## config.mk

```make
export PLATFORM = sky130hd
export DESIGN_NAME = tcdma_core
export DESIGN_NICKNAME = d
export VERILOG_FILES = /design/src/pkg/tcdma_pkg.sv /design/src/tcdma_core.sv
export SDC_FILE = /design/constraint.sdc
export NUM_CORES = 1
export LEC_CHECK = 0
export BUFFER_PORTS_ARGS = -buffer_cell sky130_fd_sc_hd__buf_2
export CORE_MARGIN = 4
export CORE_UTILIZATION = 25
export CTS_CLUSTER_SIZE = 20
export DETAILED_ROUTE_END_ITERATION = 12
export GPL_ROUTABILITY_DRIVEN = 0
export GPL_TIMING_DRIVEN = 0
export PLACE_DENSITY = 0.45
export SLEW_MARGIN = 20
export SYNTH_ARGS = -nofsm -noshare
export SYNTH_HDL_FRONTEND = slang
export SYNTH_SLANG_ARGS = --single-unit
export TNS_END_PERCENT = 10
```

## constraint.sdc

```tcl
create_clock -name core_clk -period 4.5 [get_ports core_clk]
set_input_delay 0.9 -clock core_clk [delete_from_list [all_inputs] [get_ports core_clk]]
set_output_delay 0.9 -clock core_clk [all_outputs]
set_load 0.03 [all_outputs]
```

## src/pkg/tcdma_pkg.sv

```systemverilog
package tcdma_pkg;

   // ----------------------------------------------------------------
   // Register offsets in the processor I/O space.
   // ----------------------------------------------------------------
   localparam logic [7:0] OFS_CH0_SRC    = 8'h20;
   localparam logic [7:0] OFS_CH0_DST    = 8'h23;
   localparam logic [7:0] OFS_CH0_COUNT  = 8'h26;
   localparam logic [7:0] OFS_CH1_MEM    = 8'h28;
   localparam logic [7:0] OFS_CH1_IO     = 8'h2b;
   localparam logic [7:0] OFS_CH1_COUNT  = 8'h2e;
   localparam logic [7:0] OFS_STATUS     = 8'h30;
   localparam logic [7:0] OFS_CH0_MODE   = 8'h31;
   localparam logic [7:0] OFS_CONTROL    = 8'h32;

   // ----------------------------------------------------------------
   // Status register field positions.
   // ----------------------------------------------------------------
   localparam int BIT_CH1_RUN    = 7;
   localparam int BIT_CH0_RUN    = 6;
   localparam int BIT_CH1_GATE_N = 5;
   localparam int BIT_CH0_GATE_N = 4;
   localparam int BIT_CH1_IRQ_EN = 3;
   localparam int BIT_CH0_IRQ_EN = 2;
   localparam int BIT_MASTER_RUN = 0;

   // Control register fields: request sense and channel 1 mode.
   localparam int BIT_CH0_EDGE   = 3;
   localparam int BIT_CH1_EDGE   = 2;
   localparam int BIT_CH1_DIR    = 1;
   localparam int BIT_CH1_DEC    = 0;

   // Mode codes for each end of a channel 0 transfer.
   localparam logic [1:0] MODE_INC   = 2'h0;
   localparam logic [1:0] MODE_DEC   = 2'h1;
   localparam logic [1:0] MODE_FIXED = 2'h2;
   localparam logic [1:0] MODE_IO    = 2'h3;

   // Reset values.
   localparam logic [7:0] RST_MODE    = 8'h00;
   localparam logic [7:0] RST_CONTROL = 8'h00;
   localparam logic [1:0] RST_WAITS   = 2'h0;

   // ----------------------------------------------------------------
   // Bus request carried out by the transfer engine.
   // ----------------------------------------------------------------
   typedef struct packed {
      logic        read;
      logic        write;
      logic        io;
      logic [19:0] addr;
   } tcdma_bus_s;

   typedef enum logic [3:0] {
      ST_IDLE  = 4'b0001,
      ST_READ  = 4'b0010,
      ST_WRITE = 4'b0100,
      ST_DONE  = 4'b1000
   } tcdma_state_e;

endpackage : tcdma_pkg

```

## src/tcdma_core.sv

```systemverilog
`timescale 1ns/1ps
`default_nettype none
// How it works
// - Memory addresses are 20 bits and roll freely past 64k boundaries.
// - I/O addresses are 16 bits, covering the whole I/O space.
// - Each channel counts up to 65535 bytes in one 16-bit counter.
// - Request input senses level or falling edge, chosen by software.
// - Active-low end output tells outside devices a transfer finished.
// - Without waits one byte takes three bus cycles; waits stretch them.
// - Channel 0 wins when both channels want the bus.
// - Channel 0 moves memory, I/O, mapped I/O with inc, dec or hold.
// - Channel 0 source register supplies the 20-bit source address.
// - Channel 0 destination register supplies the destination address.
// - Software loads the byte count; each byte decrements it by one.
// - Channel 1 memory register is source or destination by direction.
// - Channel 1 I/O register is source or destination I/O address.
// - Channel runs with own and master enables; zero count clears own.
// - Stopped channel with done-interrupt enable raises an interrupt.
// - Software changes an enable bit only when its write gate is written as 0.
// - Gated write of 1 starts the channel and sets master enable.
// - Gated write of 0 stops the channel but keeps its registers.
// - Write gates store nothing and always read as 1.
// - Status layout: enables 7,6; gates 5,4; irq 3,2; master 0.
// - Status read shows each channel in progress or completed.
// - Non-maskable interrupt clears master enable; reset clears it too.
// - Channel 0 with an I/O end is paced by the request input.
module tcdma_core
   import tcdma_pkg::*;
(
   input  wire logic        core_clk,
   input  wire logic        rst,
   input  wire logic        clk_en,
   // Register port in the processor I/O space.
   input  wire logic [7:0]  reg_addr,
   input  wire logic        reg_wr,
   input  wire logic        reg_rd,
   input  wire logic [7:0]  reg_wdata,
   output logic      [7:0]  reg_rdata,
   // Events and pins.
   input  wire logic        nmi,
   input  wire logic        ch0_transfer_request_n,
   input  wire logic        ch1_transfer_request_n,
   output logic             last_transfer_n,
   output logic             done_irq,
   // System bus master side.
   output logic             bus_request,
   input  wire logic        bus_grant,
   input  wire logic        bus_wait,
   output logic      [19:0] bus_addr,
   output logic             bus_read,
   output logic             bus_write,
   output logic             bus_io,
   input  wire logic [7:0]  bus_rdata,
   output logic      [7:0]  bus_wdata
);

   // ----------------------------------------------------------------
   // Request pin synchronisers.
   // ----------------------------------------------------------------
   logic [1:0] req0_sync_reg, req0_sync_next;
   logic [1:0] req1_sync_reg, req1_sync_next;
   logic [1:0] req_prev_reg,  req_prev_next;
   logic [1:0] req_edge_reg,  req_edge_next;
   logic [1:0] req_active;

   // Second stage feeds the level sense and the edge detectors; first stage feeds nothing else.
   always_comb begin
      req0_sync_next = {req0_sync_reg[0], ch0_transfer_request_n};
      req1_sync_next = {req1_sync_reg[0], ch1_transfer_request_n};
   end

   always_ff @(posedge core_clk) begin
      if (rst) begin
         req0_sync_reg <= 2'h3;
         req1_sync_reg <= 2'h3;
      end else if (clk_en) begin
         req0_sync_reg <= req0_sync_next;
         req1_sync_reg <= req1_sync_next;
      end
   end

   // ----------------------------------------------------------------
   // Registers.
   // ----------------------------------------------------------------
   logic [19:0] src_reg, src_next;                 // Channel 0 source.
   logic [19:0] dst_reg, dst_next;                 // Channel 0 destination.
   logic [15:0] cnt0_reg, cnt0_next;
   logic [19:0] mem1_reg, mem1_next;
   logic [15:0] io1_reg, io1_next;
   logic [15:0] cnt1_reg, cnt1_next;
   logic [1:0]  run_reg, run_next;                 // Channel enables.
   logic [1:0]  ien_reg, ien_next;
   logic        master_reg, master_next;
   logic [7:0]  mode_reg, mode_next;
   logic [7:0]  ctrl_reg, ctrl_next;
   logic [7:0]  rdata_reg, rdata_next;
   logic        irq_reg, irq_next;

   // Engine state.
   tcdma_state_e state_reg, state_next;
   logic         chan_reg, chan_next;              // Channel being served.
   logic [7:0]   data_reg, data_next;
   tcdma_bus_s   bus_reg, bus_next;
   logic         breq_reg, breq_next;
   logic         last_transfer_n_reg, last_transfer_n_next;

   logic [1:0] mode_src, mode_dst;
   logic       ch0_paced, ch1_to_io;
   logic [1:0] want;
   logic       gate0, gate1, last_byte;

   assign mode_src  = mode_reg[3:2];
   assign mode_dst  = mode_reg[5:4];
   assign ch0_paced = (mode_src == MODE_IO) || (mode_dst == MODE_IO);
   assign ch1_to_io = !ctrl_reg[BIT_CH1_DIR];

   // Level sense is the synchronised low level; edge sense latches a fall.
   assign req_active[0] = ctrl_reg[BIT_CH0_EDGE] ? req_edge_reg[0]
                                                : !req0_sync_reg[1];
   assign req_active[1] = ctrl_reg[BIT_CH1_EDGE] ? req_edge_reg[1]
                                                : !req1_sync_reg[1];

   // Channel 0 memory-to-memory free-runs; the rest wait for a request.
   assign want[0] = run_reg[0] && master_reg && cnt0_reg != 16'h0000
                    && (!ch0_paced || req_active[0]);
   assign want[1] = run_reg[1] && master_reg && cnt1_reg != 16'h0000
                    && req_active[1];

   assign gate0 = reg_wr && reg_addr == OFS_STATUS
                  && !reg_wdata[BIT_CH0_GATE_N];
   assign gate1 = reg_wr && reg_addr == OFS_STATUS
                  && !reg_wdata[BIT_CH1_GATE_N];

   // Address step: increment, decrement or hold for channel 0 ends.
   function automatic logic [19:0] step(input logic [19:0] a,
                                         input logic [1:0]  m);
      logic [19:0] r;
      r = a;
      if (m == MODE_INC)
         r = a + 20'h00001;
      else if (m == MODE_DEC)
         r = a - 20'h00001;
      return r;
   endfunction : step

   // ----------------------------------------------------------------
   // Next-state logic for registers and the engine.
   // ----------------------------------------------------------------
   always_comb begin
      src_next    = src_reg;
      dst_next    = dst_reg;
      cnt0_next   = cnt0_reg;
      mem1_next   = mem1_reg;
      io1_next    = io1_reg;
      cnt1_next   = cnt1_reg;
      run_next    = run_reg;
      ien_next    = ien_reg;
      master_next = master_reg;
      mode_next   = mode_reg;
      ctrl_next   = ctrl_reg;
      state_next  = state_reg;
      chan_next   = chan_reg;
      data_next   = data_reg;
      bus_next    = bus_reg;
      breq_next   = breq_reg;
      last_transfer_n_next   = 1'b1;
      last_byte   = 1'b0;
      req_prev_next = {req1_sync_reg[1], req0_sync_reg[1]};
      req_edge_next = req_edge_reg;
      // A falling edge is held until the engine uses it.
      if (req_prev_reg[0] && !req0_sync_reg[1])
         req_edge_next[0] = 1'b1;
      if (req_prev_reg[1] && !req1_sync_reg[1])
         req_edge_next[1] = 1'b1;

      // Register writes; multi-byte registers take one byte per offset.
      if (reg_wr) begin
         unique case (reg_addr)
            OFS_CH0_SRC:          src_next[7:0]   = reg_wdata;
            OFS_CH0_SRC + 8'h01:  src_next[15:8]  = reg_wdata;
            OFS_CH0_SRC + 8'h02:  src_next[19:16] = reg_wdata[3:0];
            OFS_CH0_DST:          dst_next[7:0]   = reg_wdata;
            OFS_CH0_DST + 8'h01:  dst_next[15:8]  = reg_wdata;
            OFS_CH0_DST + 8'h02:  dst_next[19:16] = reg_wdata[3:0];
            OFS_CH0_COUNT:        cnt0_next[7:0]  = reg_wdata;
            OFS_CH0_COUNT + 8'h01: cnt0_next[15:8] = reg_wdata;
            OFS_CH1_MEM:          mem1_next[7:0]   = reg_wdata;
            OFS_CH1_MEM + 8'h01:  mem1_next[15:8]  = reg_wdata;
            OFS_CH1_MEM + 8'h02:  mem1_next[19:16] = reg_wdata[3:0];
            OFS_CH1_IO:           io1_next[7:0]   = reg_wdata;
            OFS_CH1_IO + 8'h01:   io1_next[15:8]  = reg_wdata;
            OFS_CH1_COUNT:        cnt1_next[7:0]  = reg_wdata;
            OFS_CH1_COUNT + 8'h01: cnt1_next[15:8] = reg_wdata;
            OFS_STATUS: begin
               ien_next = {reg_wdata[BIT_CH1_IRQ_EN],
                           reg_wdata[BIT_CH0_IRQ_EN]};
               if (gate0)
                  run_next[0] = reg_wdata[BIT_CH0_RUN];
               if (gate1)
                  run_next[1] = reg_wdata[BIT_CH1_RUN];
               if ((gate0 && reg_wdata[BIT_CH0_RUN])
                   || (gate1 && reg_wdata[BIT_CH1_RUN]))
                  master_next = 1'b1;
            end
            OFS_CH0_MODE:  mode_next = reg_wdata;
            OFS_CONTROL:   ctrl_next = reg_wdata;
            default: ;
         endcase
      end

      // Engine: read cycle, write cycle, then release the bus.
      unique case (state_reg)
         ST_IDLE: begin
            breq_next = 1'b0;
            if (want != 2'b00) begin
               chan_next  = !want[0];
               breq_next  = 1'b1;
               state_next = ST_READ;
               if (!want[0]) begin
                  bus_next = ch1_to_io
                     ? '{1'b1, 1'b0, 1'b0, mem1_reg}
                     : '{1'b1, 1'b0, 1'b1, {4'h0, io1_reg}};
                  req_edge_next[1] = req_prev_reg[1] && !req1_sync_reg[1];
               end else begin
                  bus_next = '{1'b1, 1'b0, mode_src == MODE_IO,
                     mode_src == MODE_IO ? {4'h0, src_reg[15:0]}
                                         : src_reg};
                  req_edge_next[0] = req_prev_reg[0] && !req0_sync_reg[1];
               end
            end
         end
         ST_READ: begin
            if (bus_grant && !bus_wait) begin
               data_next  = bus_rdata;
               state_next = ST_WRITE;
               last_byte  = chan_reg ? cnt1_reg == 16'h0001
                                     : cnt0_reg == 16'h0001;
               last_transfer_n_next  = !last_byte;
               if (chan_reg)
                  bus_next = ch1_to_io
                     ? '{1'b0, 1'b1, 1'b1, {4'h0, io1_reg}}
                     : '{1'b0, 1'b1, 1'b0, mem1_reg};
               else
                  bus_next = '{1'b0, 1'b1, mode_dst == MODE_IO,
                     mode_dst == MODE_IO ? {4'h0, dst_reg[15:0]}
                                         : dst_reg};
            end
         end
         ST_WRITE: begin
            last_transfer_n_next = last_transfer_n || (bus_grant && !bus_wait);
            if (bus_grant && !bus_wait) begin
               bus_next   = '{1'b0, 1'b0, 1'b0, bus_reg.addr};
               breq_next  = 1'b0;
               state_next = ST_DONE;
               if (chan_reg) begin
                  cnt1_next = cnt1_reg - 16'h0001;
                  mem1_next = ctrl_reg[BIT_CH1_DEC]
                              ? mem1_reg - 20'h00001
                              : mem1_reg + 20'h00001;
                  if (cnt1_reg == 16'h0001)
                     run_next[1] = 1'b0;
               end else begin
                  cnt0_next = cnt0_reg - 16'h0001;
                  src_next  = step(src_reg, mode_src);
                  dst_next  = step(dst_reg, mode_dst);
                  if (cnt0_reg == 16'h0001)
                     run_next[0] = 1'b0;
               end
            end
         end
         ST_DONE: begin
            state_next = ST_IDLE;                     // Third bus cycle.
         end
         default: state_next = ST_IDLE;
      endcase

      // Non-maskable interrupt halts all channels; it outranks a start.
      if (nmi)
         master_next = 1'b0;
   end

   // Read data and interrupt request.
   always_comb begin
      rdata_next = 8'h00;
      unique case (reg_addr)
         OFS_CH0_SRC:           rdata_next = src_reg[7:0];
         OFS_CH0_SRC + 8'h01:   rdata_next = src_reg[15:8];
         OFS_CH0_SRC + 8'h02:   rdata_next = {4'h0, src_reg[19:16]};
         OFS_CH0_DST:           rdata_next = dst_reg[7:0];
         OFS_CH0_DST + 8'h01:   rdata_next = dst_reg[15:8];
         OFS_CH0_DST + 8'h02:   rdata_next = {4'h0, dst_reg[19:16]};
         OFS_CH0_COUNT:         rdata_next = cnt0_reg[7:0];
         OFS_CH0_COUNT + 8'h01: rdata_next = cnt0_reg[15:8];
         OFS_CH1_MEM:           rdata_next = mem1_reg[7:0];
         OFS_CH1_MEM + 8'h01:   rdata_next = mem1_reg[15:8];
         OFS_CH1_MEM + 8'h02:   rdata_next = {4'h0, mem1_reg[19:16]};
         OFS_CH1_IO:            rdata_next = io1_reg[7:0];
         OFS_CH1_IO + 8'h01:    rdata_next = io1_reg[15:8];
         OFS_CH1_COUNT:         rdata_next = cnt1_reg[7:0];
         OFS_CH1_COUNT + 8'h01: rdata_next = cnt1_reg[15:8];
         OFS_STATUS:
            rdata_next = {run_reg, 2'b11, ien_reg, 1'b0,
                          master_reg};
         OFS_CH0_MODE:          rdata_next = mode_reg;
         OFS_CONTROL:           rdata_next = ctrl_reg;
         default:               rdata_next = 8'h00;
      endcase
      irq_next = (!run_next[0] && ien_next[0])
                 || (!run_next[1] && ien_next[1]);
   end

   // ----------------------------------------------------------------
   // State registers.
   // ----------------------------------------------------------------
   // Address and count registers are cleared too, so that a stray start
   // after reset does nothing: a zero count never asks for the bus.
   always_ff @(posedge core_clk) begin
      if (rst) begin
         src_reg    <= 20'h00000;
         dst_reg    <= 20'h00000;
         cnt0_reg   <= 16'h0000;
         mem1_reg   <= 20'h00000;
         io1_reg    <= 16'h0000;
         cnt1_reg   <= 16'h0000;
         run_reg    <= 2'h0;
         ien_reg    <= 2'h0;
         master_reg <= 1'b0;
         mode_reg   <= RST_MODE;
         ctrl_reg   <= RST_CONTROL;
         rdata_reg  <= 8'h00;
         irq_reg    <= 1'b0;
         state_reg  <= ST_IDLE;
         chan_reg   <= 1'b0;
         data_reg   <= 8'h00;
         bus_reg    <= '0;
         breq_reg   <= 1'b0;
         last_transfer_n_reg   <= 1'b1;
         req_prev_reg <= 2'h3;
         req_edge_reg <= 2'h0;
      end else if (clk_en) begin
         src_reg    <= src_next;
         dst_reg    <= dst_next;
         cnt0_reg   <= cnt0_next;
         mem1_reg   <= mem1_next;
         io1_reg    <= io1_next;
         cnt1_reg   <= cnt1_next;
         run_reg    <= run_next;
         ien_reg    <= ien_next;
         master_reg <= master_next;
         mode_reg   <= mode_next;
         ctrl_reg   <= ctrl_next;
         rdata_reg  <= reg_rd ? rdata_next : rdata_reg;
         irq_reg    <= irq_next;
         state_reg  <= state_next;
         chan_reg   <= chan_next;
         data_reg   <= data_next;
         bus_reg    <= bus_next;
         breq_reg   <= breq_next;
         last_transfer_n_reg   <= last_transfer_n_next;
         req_prev_reg <= req_prev_next;
         req_edge_reg <= req_edge_next;
      end
   end

   // Outputs straight from flip-flops.
   assign reg_rdata       = rdata_reg;
   assign done_irq        = irq_reg;
   assign last_transfer_n = last_transfer_n_reg;
   assign bus_request     = breq_reg;
   assign bus_addr        = bus_reg.addr;
   assign bus_read        = bus_reg.read;
   assign bus_write       = bus_reg.write;
   assign bus_io          = bus_reg.io;
   assign bus_wdata       = data_reg;
endmodule : tcdma_core
`default_nettype wire

```

# Word-level counts from Yosys, hierarchy flattened
# Cells that the tools add are included.
[totals] elab_cells=207 register_bits=184 inputBits=34
[classes] n_mux=83 n_addsub=8 n_bitwise=1 n_reduce_logical=56 eq_ne=32
[ops] operator="20-bit 2-to-1 mux" n=19
[ops] operator="8-bit by 6-bit equality test with 1-bit output, second input constant" n=18
[ops] operator="8-bit one-hot mux with 18 select lines" n=1
[ops] operator="16-bit 2-to-1 mux" n=8
[ops] operator="21-bit 2-to-1 mux" n=4
[ops] operator="8-bit 2-to-1 mux" n=10
[ops] operator="23-bit 2-to-1 mux" n=3
[ops] operator="23-bit one-hot mux with 3 select lines" n=1
[ops] operator="20-bit by 1-bit adder with 20-bit output, second input constant" n=3
[ops] operator="20-bit by 1-bit subtractor with 20-bit output, second input constant" n=3
[ops] operator="16-bit by 1-bit equality test with 1-bit output, second input constant" n=2
[ops] operator="16-bit nonzero test" n=2
[ops] operator="16-bit by 1-bit subtractor with 16-bit output, second input constant" n=2
[ops] operator="4-bit 2-to-1 mux" n=6
[ops] operator="3-bit AND reduction" n=7
[ops] operator="1-bit 2-to-1 mux" n=20
[ops] operator="1-bit logical AND" n=16
[ops] operator="2-bit 2-to-1 mux" n=8
[ops] operator="4-bit one-hot mux with 3 select lines" n=1
[ops] operator="2-bit nonzero test" n=6
[ops] operator="1-bit zero test" n=10
[ops] operator="5-bit != test, second input constant" n=2
[ops] operator="5-bit AND reduction" n=2
[ops] operator="4-bit AND reduction" n=2
[ops] operator="other kinds (12)" n=24

# Logic depth before layout (Yosys ltp)
# Gate-level depths: netlist of the first run.
[logic_depth] ltp_word=13 ltp_mapped=12

# Worst setup path before layout of the first run
# OpenSTA, ideal clock, no wires.
[synth_timing] path_kind="register -> register" from="register mode_reg[3]" to="register src_reg[18]" n_path_buf=0 setup_time_ns=0.115 path_slack_ns=1.355 arrival_ns=3.030 stages_incl_launch_ff=13 cell_sequence="dfxtp_1 nor2_1 inv_1 ha_1 a21oi_1 o21ai_0 a2111oi_0 o31ai_1 o2111ai_1 a21boi_0 o22ai_1 xor2_1 a2111oi_0"
[synth_via] elab_chain_len=5 word_cells_on_any_way=8 cone_classes="eq/ne (2); mux (4); reduce/logical (2)"
[synth_lines] item="start: declaration" line_no="tcdma_core.sv:94" text="logic [7:0] mode_reg, mode_next;"
[synth_lines] item="start signal: assignment" line_no="tcdma_core.sv:350" text="mode_reg <= mode_next;"
[synth_lines] item="2-bit zero test" line_no="tcdma_core.sv:139" text="if (m == MODE_INC)"
[synth_lines] item="20-bit 2-to-1 mux" line_no="tcdma_core.sv:139"
[synth_lines] item="20-bit 2-to-1 mux" line_no="tcdma_core.sv:255" text="if (chan_reg) begin"
[synth_lines] item="20-bit 2-to-1 mux" line_no="tcdma_core.sv:251" text="if (bus_grant && !bus_wait) begin"
[synth_lines] item="20-bit 2-to-1 mux" line_no="tcdma_core.sv:212" text="unique case (state_reg)"
[synth_lines] item="end signal: assignment" line_no="tcdma_core.sv:341" text="src_reg <= src_next;"
[synth_lines] item="end: declaration" line_no="tcdma_core.sv:85" text="logic [19:0] src_reg, src_next;"
# Parallel ways exist; a longest one is shown, timed or not.
# A chain may end at the register's enable or synchronous reset.

# Worst setup path after layout of the first run
[layout_timing] from="input port reg_addr[4]" to="register src_reg[7]"
[layout_via] elab_chain_len=6
[layout_lines] item="start: declaration" line_no="tcdma_core.sv:34" text="input wire logic [7:0] reg_addr,"
[layout_lines] item="8-bit by 6-bit equality test with 1-bit output (*)" line_no="tcdma_core.sv:178" text="unique case (reg_addr)"
[layout_lines] item="8-bit 2-to-1 mux (*)" line_no="tcdma_core.sv:178"
[layout_lines] item="20-bit 2-to-1 mux (*)" line_no="tcdma_core.sv:177" text="if (reg_wr) begin"
[layout_lines] item="20-bit 2-to-1 mux" line_no="tcdma_core.sv:255"
[layout_lines] item="20-bit 2-to-1 mux" line_no="tcdma_core.sv:251"
[layout_lines] item="20-bit 2-to-1 mux (*)" line_no="tcdma_core.sv:212"
# Every way passes the cells marked *; elsewhere a longest branch is shown, timed or not.

==> metrics.md, run 1 <==
| Metric | Value |
|---|---|
| Clk sinks | `184` |
| Initial DRC count | `1825` |
| Metal-1 WL | `27800 microns` |
| CP max FO | `10` |
| Final nets | `1891` |
| DR DRC count | `0` |
| Hold buffer count at cts | `0` |
| Routed WL per cell | `26.0 microns` |
| Post-Syn Area | `0.0128 sq mm` |
| CTS Root Cell | `clkbuf_16` |
| CP peak stage delay | `1.11 ns` |
| EDFF count, synth | `0` |
| Global-route wire length before repair | `93300 microns` |
| Die Footprint | `0.0551 sq mm` |
| Synth warn | `0` |
| Crit path max-delay cell type | `nor4b_2` |
| Initial core utilization | `25.5%` |
| Boundary Pins | `76` |
| First-pass detailed-route iteration total | `6` |
| Status | `complete, no violations` |
| Grt total ovfl | `0` |
| Place WS | `-0.00927 ns` |
| Syn-to-layout area delta | `14.0%` |
| WL final | `64500 microns` |
| Worst endpoint required time | `4.84 ns` |
| Final Skew | `0.0135 ns` |
| Tmin final | `4.41 ns` |
| Met2 wire length | `27200 microns` |
| Synth cell types | `74` |
| Final setup margin | `0.0927 ns` |
| Post-DR vias/cell | `5.84` |
| Worst Reg-to-Reg Cells | `11` |
| Final worst-path cycle share | `97.9%` |
| # setup viols final | `0` |
| P per Cell Area | `238 mW/mm^2` |
| Slack of the worst reg-to-reg path | `0.20 ns` |
| Crit. Startpoint | `reg_addr[4]` |
| Max Slew Vio Count | `0` |
| Unrepaired setup endpoints after global routing | `false` |
| Yosys reg bits | `184` |
| Most common cell after layout, fill and taps aside | `nand2_1` |
| Maxcap violations | `0` |
| Max VDD drop | `0.293 mV` |
| Reg2reg end | `bus_addr[16]` |
| Critical Path Source Type | `input pin` |
| Pin count of the biggest net entering global routing | `24` |
| Hold path startpoint | `reg_rdata[6]` |
| CP Class | `input pin to flop` |
| Clk buf depth | `2` |
| Most used DFF post-synth | `dfxtp_1` |
| Sequential element share of the synthesized area | `28.7%` |
| Via count | `14500` |
| Placed Area | `0.0141 sq mm` |
| GR Util All Layers | `22.4%` |
| Slew HR | `13.4%` |
| Leak pwr | `5.53 nW` |
| Share of cells above drive strength 1 | `7.30%` |
| Hold Slack | `0.451 ns` |
| Diodes inserted | `0` |
| Hold-critical path depth | `2` |
| Post-Syn Nets | `1800` |
| Design area | `0.0146 sq mm` |
| Most frequent cells in the layout | `nand2_1, dfxtp_1, a21oi_1` |
| Hpwl dp | `48900 microns` |
| Gate Count Post-Synth | `1703` |
| Core area | `0.0505 sq mm` |
| Die width | `235 microns` |
| Worst Hold Path EP | `reg_rdata[6]` |
| Htree depth | `4` |
| Die Ht | `235 microns` |
| Worst Tran Pin Value | `1.30 ns` |
| Number of global-route vias before repair | `13500` |
| Wire length on met3 | `5970 microns` |
| FFs w/ async S/R, synth | `0%` |
| CTS tree | `done` |
| Max Freq | `0.227 GHz` |
| CP Data Arrival Time | `4.75 ns` |
| Post-route ant nets | `0` |
| Number of port buffers | `72` |
| Syn avg cell area | `7.54 sq um` |
| Reg clk slew, reported paths | `0.08 ns` |
| Num rows | `82` |
| Setup crit end kind | `flop` |
| Top Layer Used | `met4` |
| Final hold vios | `0` |
| Initial antenna violation count | `1` |
| CTS buffer count | `17` |
| Critical R2R Launch | `cnt0_reg[9]` |
| Hold Crit Class | `flop to flop` |
| Critical Path, Cell by Cell | `buf_2 > nor4b_2 > nand2_1 > nor3_1 > nand2_1 > a21oi_1 > o211ai_1 > o21ai_0 > nor2_1` |
| Top cell by count, worst path | `nand2_1` |
| Skew-Pair Late Insertion Delay | `0.49 ns` |
## worst max path at each step
stage	endpoint	slack, ns	depth (start not counted)
finish	src_reg[7]	0.09	9
global route	src_reg[14]	0.004	12
CTS	src_reg[14]	0.45	12
detailed placement	src_reg[7]	-0.009	9
global placement	src_reg[7]	-0.06	9
floorplan	src_reg[18]	1.36	12
## worst max-delay path: cells and delay by family
family | cells | cell delay [ns]
simple gates | 5 | 2.69
compound gates | 3 | 0.98
buf+inv | 1 | 0.17
## report_power, final
group	switching [mW]	total (mW)	internal [mW]
clock	0.800	1.59	0.790
combinational	0.211	0.261	0.0495
sequential	0.00700	1.64	1.63
## area by class of cell
cell class / instances / area, sq um
Multi-Input combinational cell: 1373 / 8620
Timing Repair Buffer: 72 / 360
Tap cell: 672 / 841
Fill cell: 5562 / 35800
Clock inverter: 14 / 156
Sequential cell: 184 / 3680
Clock buffer: 18 / 429
Inverter: 31 / 120
Buffer: 115 / 438
## synth_stat cells (18+ instances only)
cell type  count  area [sq um]
nor2_1       149           559
ha_1          60           751
xor2_1        24           210
nand4_1       18           113
a21oi_1      182           911
clkbuf_1     109           409
o21ai_0      115           576
o221ai_1      32           280
a22oi_1       24           180
xnor2_1       24           210
a211oi_1      31           233
inv_1         30           113
nand3_1       62           310
nand2_1      214           803
a31oi_1       28           175
nor3_1        40           200
mux2i_1       59           591
o211a_1       23           230
a21o_1        20           150
o22ai_1       21           131
dfxtp_1      184          3680
## per-stage QoR
stage / TNS (ns) / instances / util [%] / power, mW
2_1_floorplan: 0 / 1703 / - / 1.79
5_1_grt: 0 / 2479 / 29.0 / 3.58
4_1_cts: 0 / 2479 / 29.0 / 3.51
3_5_place_dp: -0.00927 / 2447 / 27.9 / 1.93
3_3_place_gp: -0.0570 / 2447 / 27.8 / 1.93
6_report: 0 / 2479 / 29.0 / 3.49
## layer usage
metal  vias to the layer above  global-route usage, %
met5                         -                      0
met3                       169                   4.62
met2                       796                   33.4
met4                         0                   10.8
li1                       6540                      -
met1                      6971                   30.7
## cells by family after synthesis
family          synth area share (%)
compound gates                  30.9
mux                             5.30
fa+ha+maj                       6.31
xor+xnor                        3.27
simple gates                    21.3
buf+inv                         4.29
flops                           28.7
## what timing repair did
item	4_1_cts	5_1_grt
setup endpoints to repair	0	2
setup buffers	0	0
gates resized for setup	0	2
Power figures use the tool's default switching activity.
==> run 2, diff against run 1 <==
--- a/config.mk
+++ b/config.mk
@@ -13,5 +13,5 @@
 export GPL_ROUTABILITY_DRIVEN = 0
 export GPL_TIMING_DRIVEN = 0
-export PLACE_DENSITY = 0.45
+export PLACE_DENSITY = 0.46
 export SLEW_MARGIN = 20
 export SYNTH_ARGS = -nofsm -noshare
==> constraint.sdc (replaced) <==
create_clock -name core_clk -period 3.75 [get_ports core_clk]
set_input_delay 0.1875 -clock core_clk [delete_from_list [all_inputs] [get_ports core_clk]]
set_output_delay 0.1875 -clock core_clk [all_outputs]
set_load 0.03 [all_outputs]
==> run 2 against run 1 <==
Compared with the run above: power is 19% higher; non-clock buffer count increased by 11; critical path type is now flop to flop; worst hold slack lost 0.34 ns; die area unchanged; sequential power is 20% higher; cell count up 0.48%; critical endpoint is now dst_reg[18]; worst setup slack improved by 0.014 ns.
==> metrics.md, run 2 (synthesis results as in run 1) <==
| Metric | Value |
|---|---|
| Leak pwr | `5.60 nW` |
| Status | `complete, no violations` |
| Core area | `0.0505 sq mm` |
| Reg clk slew, reported paths | `0.09 ns` |
| DR DRC count | `0` |
| Pin count of the biggest net entering global routing | `24` |
| Setup crit end kind | `flop` |
| Initial DRC count | `1871` |
| Skew-Pair Late Insertion Delay | `0.48 ns` |
| PnR Total Power | `4.16 mW` |
| Hpwl dp | `48700 microns` |
| Max Slew Vio Count | `0` |
| Final Skew | `0.0158 ns` |
| Boundary Pins | `76` |
| Fill count | `5533` |
| Grt total ovfl | `0` |
| Via count | `14700` |
| GR Util All Layers | `22.3%` |
| Number of port buffers | `72` |
| Critical Path, Cell by Cell | `or2_2 > fa_1 > a211oi_1 > nor2_1 > o41ai_2 > a2bb2oi_1 > o2111ai_1 > o211ai_1 > o21ai_0 > xnor2_1 > a2111oi_0` |
| CTS Root Cell | `clkbuf_16` |
| P per Cell Area | `281 mW/mm^2` |
| Hold Crit Class | `input pin to flop` |
| Diodes inserted | `0` |
| CP peak stage delay | `0.54 ns` |
| Global-route wire length before repair | `93600 microns` |
| Clk buf depth | `2` |
| Initial antenna violation count | `1` |
| CTS buffer count | `17` |
| Slew HR | `19.2%` |
| Worst Tran Pin Value | `1.21 ns` |
| Post-route ant nets | `0` |
| Slack of the worst reg-to-reg path | `0.11 ns` |
| Max VDD drop | `0.302 mV` |
| Number of global-route vias before repair | `13700` |
| Worst endpoint required time | `4.09 ns` |
| Syn-to-layout area delta | `15.3%` |
| CP max FO | `21` |
| Post-CTS setup buffers | `0` |
| Die Ht | `235 microns` |
| CTS tree | `done` |
| Routed WL per cell | `25.7 microns` |
| Most common cell after layout, fill and taps aside | `nand2_1` |
| CP Data Arrival Time | `3.99 ns` |
| Maxcap violations | `0` |
| Crit path max-delay cell type | `or2_2` |
| First-pass detailed-route iteration total | `6` |
| Initial core utilization | `25.5%` |
| Hold Slack | `0.114 ns` |
| Clk sinks | `184` |
| Most frequent cells in the layout | `nand2_1, a21oi_1, dfxtp_1` |
| Share of cells above drive strength 1 | `7.75%` |
| # setup viols final | `0` |
| Htree depth | `4` |
| Fin util | `29.3%` |
| Num rows | `82` |
| Post-DR vias/cell | `5.90` |
| Max Freq | `0.274 GHz` |
| Die Footprint | `0.0551 sq mm` |
| Unrepaired setup endpoints after global routing | `true` |
| Critical Path Source Type | `flop` |
| Final hold vios | `0` |
| Final nets | `1903` |
| CP Class | `flop to flop` |
| Die width | `235 microns` |
| Tmin final | `3.64 ns` |
| Final worst-path cycle share | `97.2%` |
| WL final | `64100 microns` |
==> run 2: worst paths after layout <==
path | from | end | cells past startpoint
max reg2reg | mode_reg[5] | dst_reg[18] | 11
min reg2reg | bus_wdata[0] | bus_wdata[0] | 2
max | mode_reg[5] | dst_reg[18] | 11
min | reg_rd | reg_rdata[7] | 3
==> run 2: timing repair <==
item                                   in CTS  in global routing
endpoints found under the hold margin      11                  0
hold buffers                               11                  0
setup endpoints to repair                  24                 48
resized for setup                           7                 10
gates cloned                                1                  0
==> run 2: worst max-delay path, delay by kind of cell (launching register included) <==
| family | cells | cell delay [ns] |
|---|---|---|
| AOI/OAI and AO/OA | 7 | 1.75 |
| xor gates and xnor gates | 1 | 0.18 |
| adders and majority gates | 1 | 0.52 |
| DFF | 1 | 0.38 |
| and+or+nand+nor | 2 | 0.67 |
==> run 2: layout make-up <==
type	count	area (sq um)	area share, %
Sequential cell	184	3690	24.9
Multi-Input combinational cell	1373	8650	58.4
Timing Repair inverter	1	5.00	0.0338
Inverter	31	120	0.811
Clock inverter	14	161	1.09
Clock buffer	18	429	2.90
Tap cell	672	841	5.68
Timing Repair Buffer	83	470	3.18
Buffer	115	444	3.00
==> run 2: per-stage QoR <==
step | setup slack [ns] | setup TNS (ns) | cells | instance area, sq um
after global routing | -0.0804 | -0.169 | 2491 | 14800
after CTS | 0.0122 | 0 | 2491 | 14800
after global placement | -0.325 | -2.78 | 2447 | 14000
after floorplan | 0.605 | 0 | 1703 | 12800
after detailed placement | -0.392 | -2.87 | 2447 | 14100
final | 0.106 | 0 | 2491 | 14800
==> run 2: layer usage <==
metal | track usage, % | vias to the layer above | share of wire, %
li1 | - | 6573 | -
met1 | 30.3 | 7089 | 43
met2 | 32.8 | 880 | 41
met3 | 5.98 | 156 | 10
met4 | 10.4 | 0 | 5.1
met5 | 0 | - | 0
==> run 2: power by group <==
group | internal, mW | leakage, nW | switching [mW]
logic | 0.0668 | 3.82 | 0.255
registers | 1.96 | 1.48 | 0.00821
clock network | 0.897 | 0.289 | 0.970
